==> src/shared/dbcd_params.svh <==
// Constants for the dual bridge chopper and diagnosis block
`ifndef DBCD_PARAMS_SVH
`define DBCD_PARAMS_SVH
// ----------------------------------------------------------------
// Clock and times
// ----------------------------------------------------------------
`define DBCD_CLK_NS       4
`define DBCD_CLK_HZ       250000000
`define DBCD_OSC_HZ       25000
`define DBCD_T_SHORT_NS   2000
`define DBCD_T_PWM_NS     5000
`define DBCD_T_REV_NS     1000
`define DBCD_CEIL_CYC(ns) (((ns) + `DBCD_CLK_NS - 1) / `DBCD_CLK_NS)
`define DBCD_SHORT_CYC    `DBCD_CEIL_CYC(`DBCD_T_SHORT_NS)
`define DBCD_PWM_CYC      `DBCD_CEIL_CYC(`DBCD_T_PWM_NS)
`define DBCD_REV_CYC      `DBCD_CEIL_CYC(`DBCD_T_REV_NS)
`define DBCD_OSC_HALF_CYC (`DBCD_CLK_HZ / (2 * `DBCD_OSC_HZ))
// ----------------------------------------------------------------
// Counts, fields and reset values
// ----------------------------------------------------------------
`define DBCD_SHORT_LIMIT  8
`define DBCD_FILT_RST     4'hF
`define DBCD_A_CUR_MSB    5
`define DBCD_A_CUR_LSB    4
`define DBCD_A_POL        3
`define DBCD_B_CUR_MSB    2
`define DBCD_B_CUR_LSB    1
`define DBCD_B_POL        0
`define DBCD_CUR_OFF      2'h3
`define DBCD_CUR_HOLD     2'h2
`define DBCD_ERR_RST      1'h1
`endif

==> src/shared/dbcd_pkg.sv <==
// Types for the dual bridge chopper and diagnosis block
package dbcd_pkg;
    typedef enum logic [2:0] {
        BR_IDLE = 3'h0,
        BR_ON   = 3'h1,
        BR_CHOP = 3'h2,
        BR_REV  = 3'h3,
        BR_TRIP = 3'h4,
        BR_LOCK = 3'h5
    } dbcd_br_state_e;
    typedef logic [1:0] dbcd_cur_t;
endpackage

==> src/dbcd_bridge_ctrl.sv <==
// Two full-bridge chopper controller with fault diagnosis
// Notes on behaviour
// - both current bits high: all drivers off
// - any current bit low: polarity picks diagonal pair
// - current bits select comparator threshold
// - over threshold: sink off, oscillator restarts
// - comparator ignored briefly after sink switch-on
// - polarity reversal: old pair off first
// - bridge A restarts at peak, B at valley
// - stopped oscillator never restarts chopped bridge
// - source overload: bridge off, flag set
// - overloaded bridge waits for next byte
// - both bridges share one error pair
// - eighth short keeps sink off until transfer
// - short retried on next seven triggers
// - short window uses one-and-half full scale
// - after PWM instant comparator only chops
// - short to ground drives second bit low
// - shorted load codes: 01 or 10
// - missing flyback after reversal: first bit low
// - no reversal open-load check at hold current
// - temperature pre-alarm: both bits low
// - diagnosis filter settles after four samples
// - short flag cleared by chopping or disable
// - hold current: reversal check blanked, PWM kept
// - control bit layout; polarity high: output one
// - current bits encode off, hold, mid, full
`timescale 1ns/100ps
`include "dbcd_params.svh"
module dbcd_bridge_ctrl
    import dbcd_pkg::*;
#(
    parameter int OSC_HALF_CYC = `DBCD_OSC_HALF_CYC
) (
    // Clock and reset
    input  wire logic       i_mclk,
    input  wire logic       i_reset_n,
    // Control from the serial interface
    input  wire logic [5:0] i_ctrl_byte,
    input  wire logic       i_chip_select_low_rise,
    input  wire logic       i_enable_low,
    input  wire logic       i_osc_run,
    // Sense comparators, per bridge (bit 0 = A, bit 1 = B), then one shared temperature alarm
    input  wire logic [1:0] i_sense_resistor_trip,
    input  wire logic [1:0] i_sense_short,
    input  wire logic [1:0] i_src_overload,
    input  wire logic [1:0] i_flyback,
    input  wire logic       i_temp_alarm,
    // Gate drives, per bridge
    output logic [1:0]      o_upper_left_transistor,
    output logic [1:0]      o_upper_right_transistor,
    output logic [1:0]      o_lower_left_sink_transistor,
    output logic [1:0]      o_lower_right_sink_transistor,
    // Threshold select {A, B} and error bits
    output logic [3:0]      o_threshold_sel,
    output logic            o_first_error_bit,
    output logic            o_second_error_bit
);
    // ----------------------------------------------------------------
    // Decoding
    // ----------------------------------------------------------------
    function automatic dbcd_cur_t cur_of(input logic [5:0] c,
                                         input logic       sel);
        cur_of = sel ? c[`DBCD_B_CUR_MSB:`DBCD_B_CUR_LSB]
                     : c[`DBCD_A_CUR_MSB:`DBCD_A_CUR_LSB];
    endfunction

    function automatic logic pol_of(input logic [5:0] c,
                                    input logic       sel);
        pol_of = sel ? c[`DBCD_B_POL] : c[`DBCD_A_POL];
    endfunction

    // ----------------------------------------------------------------
    // State
    // ----------------------------------------------------------------
    dbcd_br_state_e state_q [2];
    dbcd_br_state_e state_d [2];
    logic [3:0]     scnt_q  [2];
    logic [3:0]     scnt_d  [2];
    logic [3:0]     hist_q  [2];
    logic [3:0]     hist_d  [2];
    logic [7:0]     rcnt_q  [2];
    logic [7:0]     rcnt_d  [2];
    logic [1:0]     stv_q, stv_d, gnd_q, gnd_d;
    logic [1:0]     fly_q, fly_d, pol_q, pol_d;
    logic [1:0]     ul_d, ur_d, lls_d, lrs_d;
    logic [1:0]     start, blank, win_short, win_pwm;
    logic [3:0]     thr_d;
    logic           osc_max, osc_min, open_any;
    logic           err1_d, err2_d;

    // ----------------------------------------------------------------
    // Oscillator and switch-on timers
    // ----------------------------------------------------------------
    dbcd_osc_tick #(.HALF_CYC(OSC_HALF_CYC)) u_osc (
        .i_mclk     (i_mclk),
        .i_reset_n  (i_reset_n),
        .i_run      (i_osc_run),
        .o_max_tick (osc_max),
        .o_min_tick (osc_min)
    );

    for (genvar g = 0; g < 2; g++) begin : g_tmr
        dbcd_on_timer u_tmr (
            .i_mclk      (i_mclk),
            .i_reset_n   (i_reset_n),
            .i_start     (start[g]),
            .o_blank     (blank[g]),
            .o_short_win (win_short[g]),
            .o_pwm_win   (win_pwm[g])
        );
    end

    // ----------------------------------------------------------------
    // Bridge sequencing
    // ----------------------------------------------------------------
    always_comb begin : bridge_next
        dbcd_cur_t cur;
        logic      pol;
        logic      trig;
        logic      smp;
        logic      miss;
        logic      src;
        logic      snk;
        cur  = 2'h0;
        pol  = 1'h0;
        trig = 1'h0;
        smp  = 1'h0;
        miss = 1'h0;
        src  = 1'h0;
        snk  = 1'h0;
        thr_d = {cur_of(i_ctrl_byte, 1'h0),
                 cur_of(i_ctrl_byte, 1'h1)};
        for (int b = 0; b < 2; b++) begin
            cur  = cur_of(i_ctrl_byte, 1'(b));
            pol  = pol_of(i_ctrl_byte, 1'(b));
            trig = (b == 0) ? osc_max : osc_min;
            smp  = 1'h0;
            miss = 1'h0;
            state_d[b] = state_q[b];
            scnt_d[b]  = scnt_q[b];
            hist_d[b]  = hist_q[b];
            rcnt_d[b]  = rcnt_q[b];
            stv_d[b]   = stv_q[b];
            gnd_d[b]   = gnd_q[b];
            fly_d[b]   = fly_q[b] | i_flyback[b];
            pol_d[b]   = pol;
            // A new byte releases the short counter and ground flag
            if (i_chip_select_low_rise) begin
                scnt_d[b] = 4'h0;
                gnd_d[b]  = 1'h0;
            end
            case (state_q[b])
                BR_IDLE: begin
                    if (cur != `DBCD_CUR_OFF) begin
                        state_d[b] = BR_ON;
                    end
                end
                BR_ON, BR_CHOP: begin
                    if (cur == `DBCD_CUR_OFF) begin
                        state_d[b] = BR_IDLE;
                    end else if (pol != pol_q[b]) begin
                        state_d[b] = BR_REV;
                        rcnt_d[b]  = 8'h0;
                        fly_d[b]   = 1'h0;
                    end else if (i_src_overload[b]) begin
                        state_d[b] = BR_TRIP;
                        gnd_d[b]   = 1'h1;
                    end else if (state_q[b] == BR_CHOP) begin
                        // No tick, no restart: oscillator stop parks it
                        if (trig) begin
                            state_d[b] = BR_ON;
                            smp  = 1'h1;
                            miss = ~fly_q[b];
                        end
                    end else if (win_short[b] && i_sense_short[b]) begin
                        state_d[b] = BR_CHOP;
                        stv_d[b]   = 1'h1;
                        fly_d[b]   = 1'h0;
                        scnt_d[b]  = scnt_q[b] + 4'h1;
                        if (scnt_q[b] == 4'(`DBCD_SHORT_LIMIT - 1)) begin
                            state_d[b] = BR_LOCK;
                        end
                    end else if (win_pwm[b] && i_sense_resistor_trip[b])
                    begin
                        state_d[b] = BR_CHOP;
                        stv_d[b]   = 1'h0;
                        scnt_d[b]  = 4'h0;
                        fly_d[b]   = 1'h0;
                    end
                end
                BR_REV: begin
                    rcnt_d[b] = rcnt_q[b] + 8'h1;
                    if (rcnt_q[b] == 8'(`DBCD_REV_CYC - 1)) begin
                        smp  = 1'h1;
                        // Low flyback energy at hold current is unreliable
                        miss = ~fly_q[b] && (cur != `DBCD_CUR_HOLD)
                               && (cur != `DBCD_CUR_OFF);
                        state_d[b] = (cur == `DBCD_CUR_OFF) ? BR_IDLE
                                                             : BR_ON;
                    end
                end
                BR_TRIP: begin
                    if (i_chip_select_low_rise) begin
                        state_d[b] = BR_IDLE;
                    end
                end
                BR_LOCK: begin
                    if (cur == `DBCD_CUR_OFF || i_chip_select_low_rise)
                    begin
                        state_d[b] = BR_IDLE;
                    end
                end
                default: state_d[b] = BR_IDLE;
            endcase
            if (smp) begin
                hist_d[b] = {hist_q[b][2:0], miss};
            end
            if (i_enable_low) begin
                state_d[b] = BR_IDLE;
                scnt_d[b]  = 4'h0;
                hist_d[b]  = `DBCD_FILT_RST;
                stv_d[b]   = 1'h0;
                gnd_d[b]   = 1'h0;
                fly_d[b]   = 1'h0;
            end
            start[b] = (state_d[b] == BR_ON) && (state_q[b] != BR_ON);
            src = (state_d[b] == BR_ON) || (state_d[b] == BR_CHOP)
                  || (state_d[b] == BR_LOCK);
            snk = state_d[b] == BR_ON;
            ul_d[b]  = src & pol;
            lls_d[b] = snk & pol;
            ur_d[b]  = src & ~pol;
            lrs_d[b] = snk & ~pol;
        end
    end

    // ----------------------------------------------------------------
    // Shared error code
    // ----------------------------------------------------------------
    always_comb begin : err_next
        open_any = 1'h0;
        for (int b = 0; b < 2; b++) begin
            open_any = open_any
                       | ((|hist_q[b]) & (state_q[b] != BR_IDLE));
        end
        err1_d = 1'h1;
        err2_d = 1'h1;
        if (i_temp_alarm) begin
            err1_d = 1'h0;
            err2_d = 1'h0;
        end else if (|gnd_q) begin
            err2_d = 1'h0;
        end else if ((|stv_q) | open_any) begin
            err1_d = 1'h0;
        end
    end

    // ----------------------------------------------------------------
    // Registers
    // ----------------------------------------------------------------
    always_ff @(posedge i_mclk or negedge i_reset_n) begin
        if (!i_reset_n) begin
            for (int b = 0; b < 2; b++) begin
                state_q[b] <= BR_IDLE;
                scnt_q[b]  <= 4'h0;
                hist_q[b]  <= `DBCD_FILT_RST;
                rcnt_q[b]  <= 8'h0;
            end
            stv_q  <= 2'h0;
            gnd_q  <= 2'h0;
            fly_q  <= 2'h0;
            pol_q  <= 2'h0;
            o_upper_left_transistor       <= 2'h0;
            o_upper_right_transistor      <= 2'h0;
            o_lower_left_sink_transistor  <= 2'h0;
            o_lower_right_sink_transistor <= 2'h0;
            o_threshold_sel    <= {`DBCD_CUR_OFF, `DBCD_CUR_OFF};
            o_first_error_bit  <= `DBCD_ERR_RST;
            o_second_error_bit <= `DBCD_ERR_RST;
        end else begin
            state_q <= state_d;
            scnt_q  <= scnt_d;
            hist_q  <= hist_d;
            rcnt_q  <= rcnt_d;
            stv_q   <= stv_d;
            gnd_q   <= gnd_d;
            fly_q   <= fly_d;
            pol_q   <= pol_d;
            o_upper_left_transistor       <= ul_d;
            o_upper_right_transistor      <= ur_d;
            o_lower_left_sink_transistor  <= lls_d;
            o_lower_right_sink_transistor <= lrs_d;
            o_threshold_sel    <= thr_d;
            o_first_error_bit  <= err1_d;
            o_second_error_bit <= err2_d;
        end
    end
endmodule // dbcd_bridge_ctrl

==> src/dbcd_osc_tick.sv <==
// Oscillator trigger source: one tick at each peak and each valley
`timescale 1ns/100ps
`include "dbcd_params.svh"
module dbcd_osc_tick #(
    parameter int HALF_CYC = `DBCD_OSC_HALF_CYC
) (
    // Clock and reset
    input  wire logic i_mclk,
    input  wire logic i_reset_n,
    // Oscillator running
    input  wire logic i_run,
    // Trigger ticks
    output logic      o_max_tick,
    output logic      o_min_tick
);
    localparam int W = $clog2(HALF_CYC);
    logic [W-1:0] cnt_q, cnt_d;
    logic         rise_q, rise_d;
    logic         max_d, min_d;

    always_comb begin
        cnt_d  = cnt_q;
        rise_d = rise_q;
        max_d  = 1'h0;
        min_d  = 1'h0;
        // A stopped oscillator holds its phase and gives no ticks
        if (i_run) begin
            if (cnt_q == W'(HALF_CYC - 1)) begin
                cnt_d  = '0;
                rise_d = ~rise_q;
                max_d  = rise_q;
                min_d  = ~rise_q;
            end else begin
                cnt_d = cnt_q + 1'h1;
            end
        end
    end

    always_ff @(posedge i_mclk or negedge i_reset_n) begin
        if (!i_reset_n) begin
            cnt_q      <= '0;
            rise_q     <= 1'h1;
            o_max_tick <= 1'h0;
            o_min_tick <= 1'h0;
        end else begin
            cnt_q      <= cnt_d;
            rise_q     <= rise_d;
            o_max_tick <= max_d;
            o_min_tick <= min_d;
        end
    end
endmodule // dbcd_osc_tick

==> src/dbcd_on_timer.sv <==
// Time since sink switch-on: blanking, short check and PWM windows
`timescale 1ns/100ps
`include "dbcd_params.svh"
module dbcd_on_timer #(
    parameter int SHORT_CYC = `DBCD_SHORT_CYC,
    parameter int PWM_CYC   = `DBCD_PWM_CYC
) (
    // Clock and reset
    input  wire logic i_mclk,
    input  wire logic i_reset_n,
    // Sink switched on
    input  wire logic i_start,
    // Windows
    output logic      o_blank,
    output logic      o_short_win,
    output logic      o_pwm_win
);
    localparam int W = $clog2(PWM_CYC + 1);
    logic [W-1:0] cnt_q, cnt_d;
    logic         blank_d, short_d, pwm_d;

    always_comb begin
        if (i_start) begin
            cnt_d = '0;
        end else if (cnt_q == W'(PWM_CYC)) begin
            cnt_d = cnt_q;
        end else begin
            cnt_d = cnt_q + 1'h1;
        end
        blank_d = cnt_d < W'(SHORT_CYC);
        short_d = (cnt_d >= W'(SHORT_CYC))
                  && (cnt_d < W'(PWM_CYC));
        pwm_d   = cnt_d == W'(PWM_CYC);
    end

    always_ff @(posedge i_mclk or negedge i_reset_n) begin
        if (!i_reset_n) begin
            cnt_q       <= W'(PWM_CYC);
            o_blank     <= 1'h0;
            o_short_win <= 1'h0;
            o_pwm_win   <= 1'h1;
        end else begin
            cnt_q       <= cnt_d;
            o_blank     <= blank_d;
            o_short_win <= short_d;
            o_pwm_win   <= pwm_d;
        end
    end
endmodule // dbcd_on_timer

==> config.mk <==
export PLATFORM = sky130hd
export DESIGN_NAME = dbcd_bridge_ctrl
export DESIGN_NICKNAME = d
export VERILOG_FILES = /design/src/shared/dbcd_pkg.sv /design/src/dbcd_bridge_ctrl.sv /design/src/dbcd_osc_tick.sv /design/src/dbcd_on_timer.sv
export VERILOG_INCLUDE_DIRS = /design/src /design/src/shared
export SDC_FILE = /design/constraint.sdc
export NUM_CORES = 1
export LEC_CHECK = 0
export ABC_CLOCK_PERIOD_IN_PS = 2800
export BUFFER_PORTS_ARGS = -buffer_cell sky130_fd_sc_hd__buf_2
export CAP_MARGIN = 20
export CORE_ASPECT_RATIO = 1.75
export CORE_MARGIN = 5
export CORE_UTILIZATION = 58
export CTS_CLUSTER_SIZE = 40
export DETAILED_ROUTE_END_ITERATION = 10
export GPL_ROUTABILITY_DRIVEN = 0
export PLACE_DENSITY = 0.82
export SYNTH_ARGS = -nofsm -noshare
export SYNTH_HDL_FRONTEND = slang
export SYNTH_SLANG_ARGS = --single-unit
==> constraint.sdc <==
create_clock -name i_mclk -period 2.8 [get_ports i_mclk]
set_input_delay 0.56 -clock i_mclk [delete_from_list [all_inputs] [get_ports i_mclk]]
set_output_delay 0.56 -clock i_mclk [all_outputs]
set_load 0.02 [all_outputs]
# == Word-level counts from Yosys, hierarchy flattened ==
# Index checks and enable logic that the tools add are counted.
# totals
ff_bits,102
inputBits,20
output_inout_bits,14
elab_cells,292
# op_classes
n_addsub,7
magnitude_cmp,4
n_eq_ne,47
muxes,144
n_bitwise,19
n_reduce_logical,41
# ops
operator,count
$mux W4,22
$mux W1,79
$mux W3,26
$eq A11 B11 Y1 const B,4
$mux W11,4
$mux W8,4
$ne A2 B2 Y1 const B,16
$pmux W8 S2,2
$pmux W3 S5,2
$add A11 B1 Y11 const B,2
$ge A11 B9 Y1 const B,2
$lt A11 B11 Y1 const B,2
$eq A3 B2 Y1 const B,6
$eq A3 B3 Y1 const B,6
$add A8 B1 Y8 const B,2
$eq A8 B8 Y1 const B,2
$add A13 B1 Y13 const B,1
$eq A13 B13 Y1 const B,1
$mux W13,1
$eq A3 B1 Y1 const B,4
$logic_and A1 B1 Y1,12
$reduce_and A6 Y1,2
$reduce_bool A2 Y1,6
$reduce_bool A3 Y1,4
15 further kinds,50

# == Longest topological paths before layout ==
# logic_depth
word_depth,14
mapped_depth,9
depth_no_buf,8

# == Cells and area by module ==
# From an unflattened synthesis, not the netlist that was laid out.
# unflattened
hier_cells,578
area_unflattened_um2,5574.1
# by_module_without_submodules
mod,instances,cells_per_inst,area_each_um2,seq_area_each_um2
dbcd_bridge_ctrl,1,338,3129.3,1519.0
dbcd_on_timer at g_tmr[0].u_tmr,1,85,845.8,357.8
dbcd_osc_tick,1,75,808.3,401.6
dbcd_on_timer at g_tmr[1].u_tmr,1,80,790.8,357.8

# == Worst setup path before layout ==
# Ideal clock, no wire load.
# synth_path
path_type,input to register
startpoint,in i_ctrl_byte[4]
endpoint,reg g_tmr[0].u_tmr.cnt_q[4]
setup_time_ps,127
arrival_ps,1958
required_ps,2673
path_slack_ps,716
stages,7
path_buffers,2
cell_sequence,and2_0 -> or3_1 -> buf_6 -> o31ai_4 -> and4_4 -> buf_4 -> nor2_1
# synth_via
elab_chain_len,8
word_cells_on_any_way,13
cone_classes,eq/ne: 3; mux: 8; reduce/logical: 2
# synth_lines
element,line,source
start: declaration,dbcd_bridge_ctrl.sv:39,"input wire logic [5:0] i_ctrl_byte,"
$eq A2 B2 Y1 (no line),-,
$mux W1 or $logic_or A1 B1 Y1 (tied branches),"dbcd_bridge_ctrl.sv:199, dbcd_bridge_ctrl.sv:209",
$mux W3 (on tied branches),"dbcd_bridge_ctrl.sv:194, dbcd_bridge_ctrl.sv:209",
$pmux W3 S5 *,dbcd_bridge_ctrl.sv:153,case (state_q[b])
$mux W3 *,dbcd_bridge_ctrl.sv:219,if (i_enable_low) begin
$eq A3 B1 Y1 *,dbcd_bridge_ctrl.sv:227,start[b] = (state_d[b] == BR_ON) && (state_q[b] != BR_ON);
$logic_and A1 B1 Y1 *,dbcd_bridge_ctrl.sv:227,
$mux W11 *,dbcd_on_timer.sv:23,if (i_start) begin
net g_tmr[0].u_tmr.cnt_d[4],dbcd_on_timer.sv:19,"logic [W-1:0] cnt_q, cnt_d;"
end signal: assignment,dbcd_on_timer.sv:38,cnt_q <= W'(PWM_CYC);
end signal: assignment,dbcd_on_timer.sv:43,cnt_q <= cnt_d;
end: declaration,dbcd_on_timer.sv:19,
# The timed path passes the listed nets; every way through them passes the cells marked *.
# A chain may end at the register's enable or synchronous reset.

# == Worst setup path in the final report ==
# layout_path
startpoint,reg state_q[1] in the netlist's numbering
endpoint,reg g_tmr[1].u_tmr.cnt_q[0]
# layout_via
elab_chain_len,11
word_cells_on_any_way,24
cone_classes,eq/ne: 7; mux: 14; reduce/logical: 3
# layout_lines
element,line,source
start: declaration,dbcd_bridge_ctrl.sv:76,dbcd_br_state_e state_q [2];
start signal: assignment,dbcd_bridge_ctrl.sv:282,state_q <= state_d;
$mux W3,dbcd_bridge_ctrl.sv:184,end else if (win_pwm[b] && i_sense_resistor_trip[b])
$mux W3,dbcd_bridge_ctrl.sv:176,end else if (win_short[b] && i_sense_short[b]) begin
$mux W3,dbcd_bridge_ctrl.sv:169,end else if (state_q[b] == BR_CHOP) begin
$mux W3,dbcd_bridge_ctrl.sv:166,end else if (i_src_overload[b]) begin
$mux W3,dbcd_bridge_ctrl.sv:162,end else if (pol != pol_q[b]) begin
$mux W3,dbcd_bridge_ctrl.sv:160,if (cur == `DBCD_CUR_OFF) begin
$pmux W3 S5,dbcd_bridge_ctrl.sv:153,
$mux W3,dbcd_bridge_ctrl.sv:219,
$eq A3 B1 Y1,dbcd_bridge_ctrl.sv:227,
$logic_and A1 B1 Y1 *,dbcd_bridge_ctrl.sv:227,
$mux W11 *,dbcd_on_timer.sv:23,
net g_tmr[1].u_tmr.cnt_d[0],dbcd_on_timer.sv:19,
end signal: assignment,dbcd_on_timer.sv:38,
end signal: assignment,dbcd_on_timer.sv:43,
end: declaration,dbcd_on_timer.sv:19,
# Marked as above.

==> key figures <==
Outcome
  – Status: complete, no violations

Floorplan
  – Cell Rows: 47
  – Std-Cell Core Area: 9350 sq um
  – Die X: around 84 microns
  – Initial Util: 58.9%
  – Full die area: 11600 sq um
  – IO Pins: 34
  – Die H: 139 microns

Critical path
  – CP Data Required Time: roughly 3.0 ns
  – CP Launch Type: register
  – CP Class: register to register
  – CP Max Fanout: 13
  – Setup crit end kind: register
  – WP data arrival: between 2 and 3 ns

Synth
  – Synth cell types: between 60 and 70
  – Flops & latches, synth: around 100
  – Main flop type after synthesis: dfrtp_1
  – Post-synth EDFFs: 0
  – Syn nets: 607
  – Syn Area/Cell: 9.56 sq um
  – Post-synthesis instance area: 5510 sq um
  – Post-synth ARST share: 100%
  – Area leader, netlist: dfrtp_1
  – Mapped Cells: 576
  – Synth top cells by count: 90 x nor2_1, 75 x dfrtp_1, 47 x nand2_1
  – Sequential area share after synthesis: 47.0%
  – Post-synth top area share: approximately a third
  – Top-count cell post-synth: nor2_1
  – Leading post-synthesis cells by cell area: dfrtp_1 34%, dfstp_2 13%, nor2_1 6.1%
  – Ys Warns: 0

GRT
  – Grt ovf: 0
  – Tot GR Track Use: 20.6%
  – Antenna violations before repair: 0
  – First-pass GRT wire length: ~20 mm
  – Number of global-route vias before repair: 4454
  – Largest net degree at the start of global routing: 70

Routing
  – DRC viols: 0
  – Initial DRT Pass Iterations: 5
  – Wire per inst: 16.1 microns
  – Via count: 4381
  – First DRT Iteration DRCs: between 200 and 300
  – Vias/cell: 6.01
  – Routed Antenna Nets: 0
  – Final WL: 11.7 mm

CTS
  – Clock Latency Late Sink: 0.34 ns
  – CTS root buf: clkbuf_16
  – H-Tree Depth: 3
  – Worst-path clk slew: 0.07 ns
  – Clk sinks: 102
  – CTS Buf Count: 9
  – Hold_buf cts: 0
  – Clk buf depth: 2
  – CTS tree: yes
  – Post-CTS setup buffer count: 0
  – Cts repair resizes: 0

Power
  – Leak pwr: 2.71 nW
  – Pwr Total: a little over 4 mW
  – Flop pwr share: 46.3%
  – IR drop worst, VDD: 0.000400 V
  – Clk pwr share: between 30% and 40%
  – Internal Power: 2.73 mW
  – Pwr Density: 667 nW/um^2
  – Psw: 1.32 mW
  – Comb pwr share: 22.4%
  – Sw frac: 32.6%

Timing
  – Final period utilization: 85.9%
  – Clock skew: 0.00864 ns
  – Period minus WS final: 2.40 ns
  – Fmax: approximately 0.42 GHz
  – RSZ-0062 raised after global routing: no
  – Setup TNS Final: 0 ns
  – Slew HR: 54.2%
  – Final setup margin: around 0.40 ns
  – Setup Viol. Count Final: 0
  – Worst slew pin tran: 0.680 ns
  – Final Hold Vio Count: 0
  – Fin. max-slew vios: 0

Finish
  – Multi-input logic area: between 2000 and 3000 sq um
  – Area Overhead vs Synth: 10.1%
  – Nets: 633
  – Fin cells: 729
  – Fill cell count: 730
  – Final Util: 64.8%
  – Register area: 2590 sq um
  – Layout cells sized above 1: around 16%
  – Inserted Diodes: 0

Flow run
  – Max-Cap Viols: 0

Placed design
  – Dpl ws: 0.345 ns
  – I/O Buffers: 33
  – DPL Wire Length: 8.30 mm
  – Placed Instances: a little over 700

Worst hold path
  – Hold WC Path Type: input pin to async pin
-- sequential cells by signal, indices dropped and copies added, names as in the netlist, 4 cells and up --
signal             count
g_tmr.u_tmr.cnt_q     22
hist_q                 8
o_threshold_sel        4
rcnt_q                16
scnt_q                 8
state_q                6
u_osc.cnt_q           13
-- cells by family (layout without fill, tap and decap cells) --
| logic type | count (synthesis) | after routing | share of synthesized area (%) |
|---|---|---|---|
| xor+xnor | 49 | 49 | 7.93 |
| mux | 5 | 5 | 0.954 |
| compound gates | 100 | 100 | 13.2 |
| simple gates | 270 | 270 | 25.3 |
| flops | 102 | 102 | 47.0 |
| buf+inv | 39 | 70 | 3.16 |
| fa+ha+maj | 11 | 11 | 2.50 |
-- power groups by stage --
stage	clock network, mW	logic, mW	registers [mW]
2_1_floorplan	0	0.708	1.84
3_3_place_gp	0	0.861	1.88
3_5_place_dp	0	0.890	1.90
4_1_cts	1.29	0.907	1.87
5_1_grt	1.35	1.01	1.90
6_report	1.26	0.907	1.87
-- worst paths after layout --
kind | start | endpoint | slack, ns | cells past startpoint
max | state_q[1] | g_tmr[1].u_tmr.cnt_q[0] | 0.40 | 5
min | i_reset_n | state_q[1] | 0.15 | 1
max reg2reg | state_q[1] | g_tmr[1].u_tmr.cnt_q[0] | 0.40 | 5
min reg2reg | gnd_q[0] | o_second_error_bit | 0.43 | 1
max in group asynchronous | i_reset_n | g_tmr[0].u_tmr.cnt_q[1] | 1.91 | 2
min in group i_mclk | i_ctrl_byte[4] | o_threshold_sel[2] | 0.33 | 1
-- layout make-up --
cell class                 count  area share, %
sequential                   102           42.7
multi-input combinational    435           45.3
tap                          122           2.52
inverter                      16          0.991
timing repair buffer          38           3.59
clock inverter                 5          0.949
clock buffer                  11           4.00
-- critical path: stages, from the launching register on --
cell	delay, ns
dfrtp_1	0.54
nor3b_1	0.55
o41ai_1	0.15
a22oi_1	0.33
and4_1	0.58
nor2_1	0.11
-- layer usage --
| layer | part of all wire [%] | up-vias | global-route usage (%) |
|---|---|---|---|
| li1 | - | 2093 | - |
| met1 | 39 | 2172 | 22.6 |
| met2 | 55 | 87 | 38.2 |
| met3 | 3.0 | 29 | 3.86 |
| met4 | 2.5 | 0 | 8.64 |
| met5 | 0 | - | 0 |
-- layout by cell type, fill, tap and decap left out, types with 3 or more instances in the layout --
| master | netlist | routed |
|---|---|---|
| o21ai_0 | 12 | 12 |
| mux2i_1 | 3 | 3 |
| clkbuf_16 | 0 | 9 |
| and4_1 | 4 | 4 |
| buf_2 | 4 | 32 |
| xnor2_1 | 19 | 19 |
| o31ai_1 | 5 | 5 |
| dfstp_2 | 27 | 27 |
| a22oi_1 | 4 | 4 |
| and3_1 | 13 | 13 |
| nand2b_1 | 4 | 4 |
| and2_1 | 6 | 6 |
| nand3_1 | 15 | 15 |
| xor2_1 | 29 | 29 |
| a211o_1 | 9 | 9 |
| nor2b_1 | 16 | 16 |
| buf_4 | 4 | 5 |
| a21oi_1 | 25 | 25 |
| nor3b_1 | 4 | 4 |
| a21o_1 | 6 | 6 |
| or3_1 | 5 | 5 |
| dfrtp_1 | 75 | 75 |
| a32oi_1 | 3 | 3 |
| nor2_1 | 90 | 90 |
| nand4_1 | 18 | 18 |
| inv_1 | 16 | 16 |
| a31oi_1 | 5 | 5 |
| o22ai_1 | 6 | 6 |
| nand4b_1 | 3 | 3 |
| nand2_1 | 47 | 47 |
| ha_1 | 11 | 11 |
| nor3_1 | 20 | 20 |
| nor4_1 | 6 | 6 |
-- through the flow --
step / area, sq um / hold WS, ns
after floorplan: 5510 / 0.264
after global placement: 5760 / 0.409
after detailed placement: 5760 / 0.418
after CTS: 6060 / 0.165
after global routing: 6060 / 0.188
final: 6060 / 0.151
No activity file was read; power rests on OpenSTA's default activity.
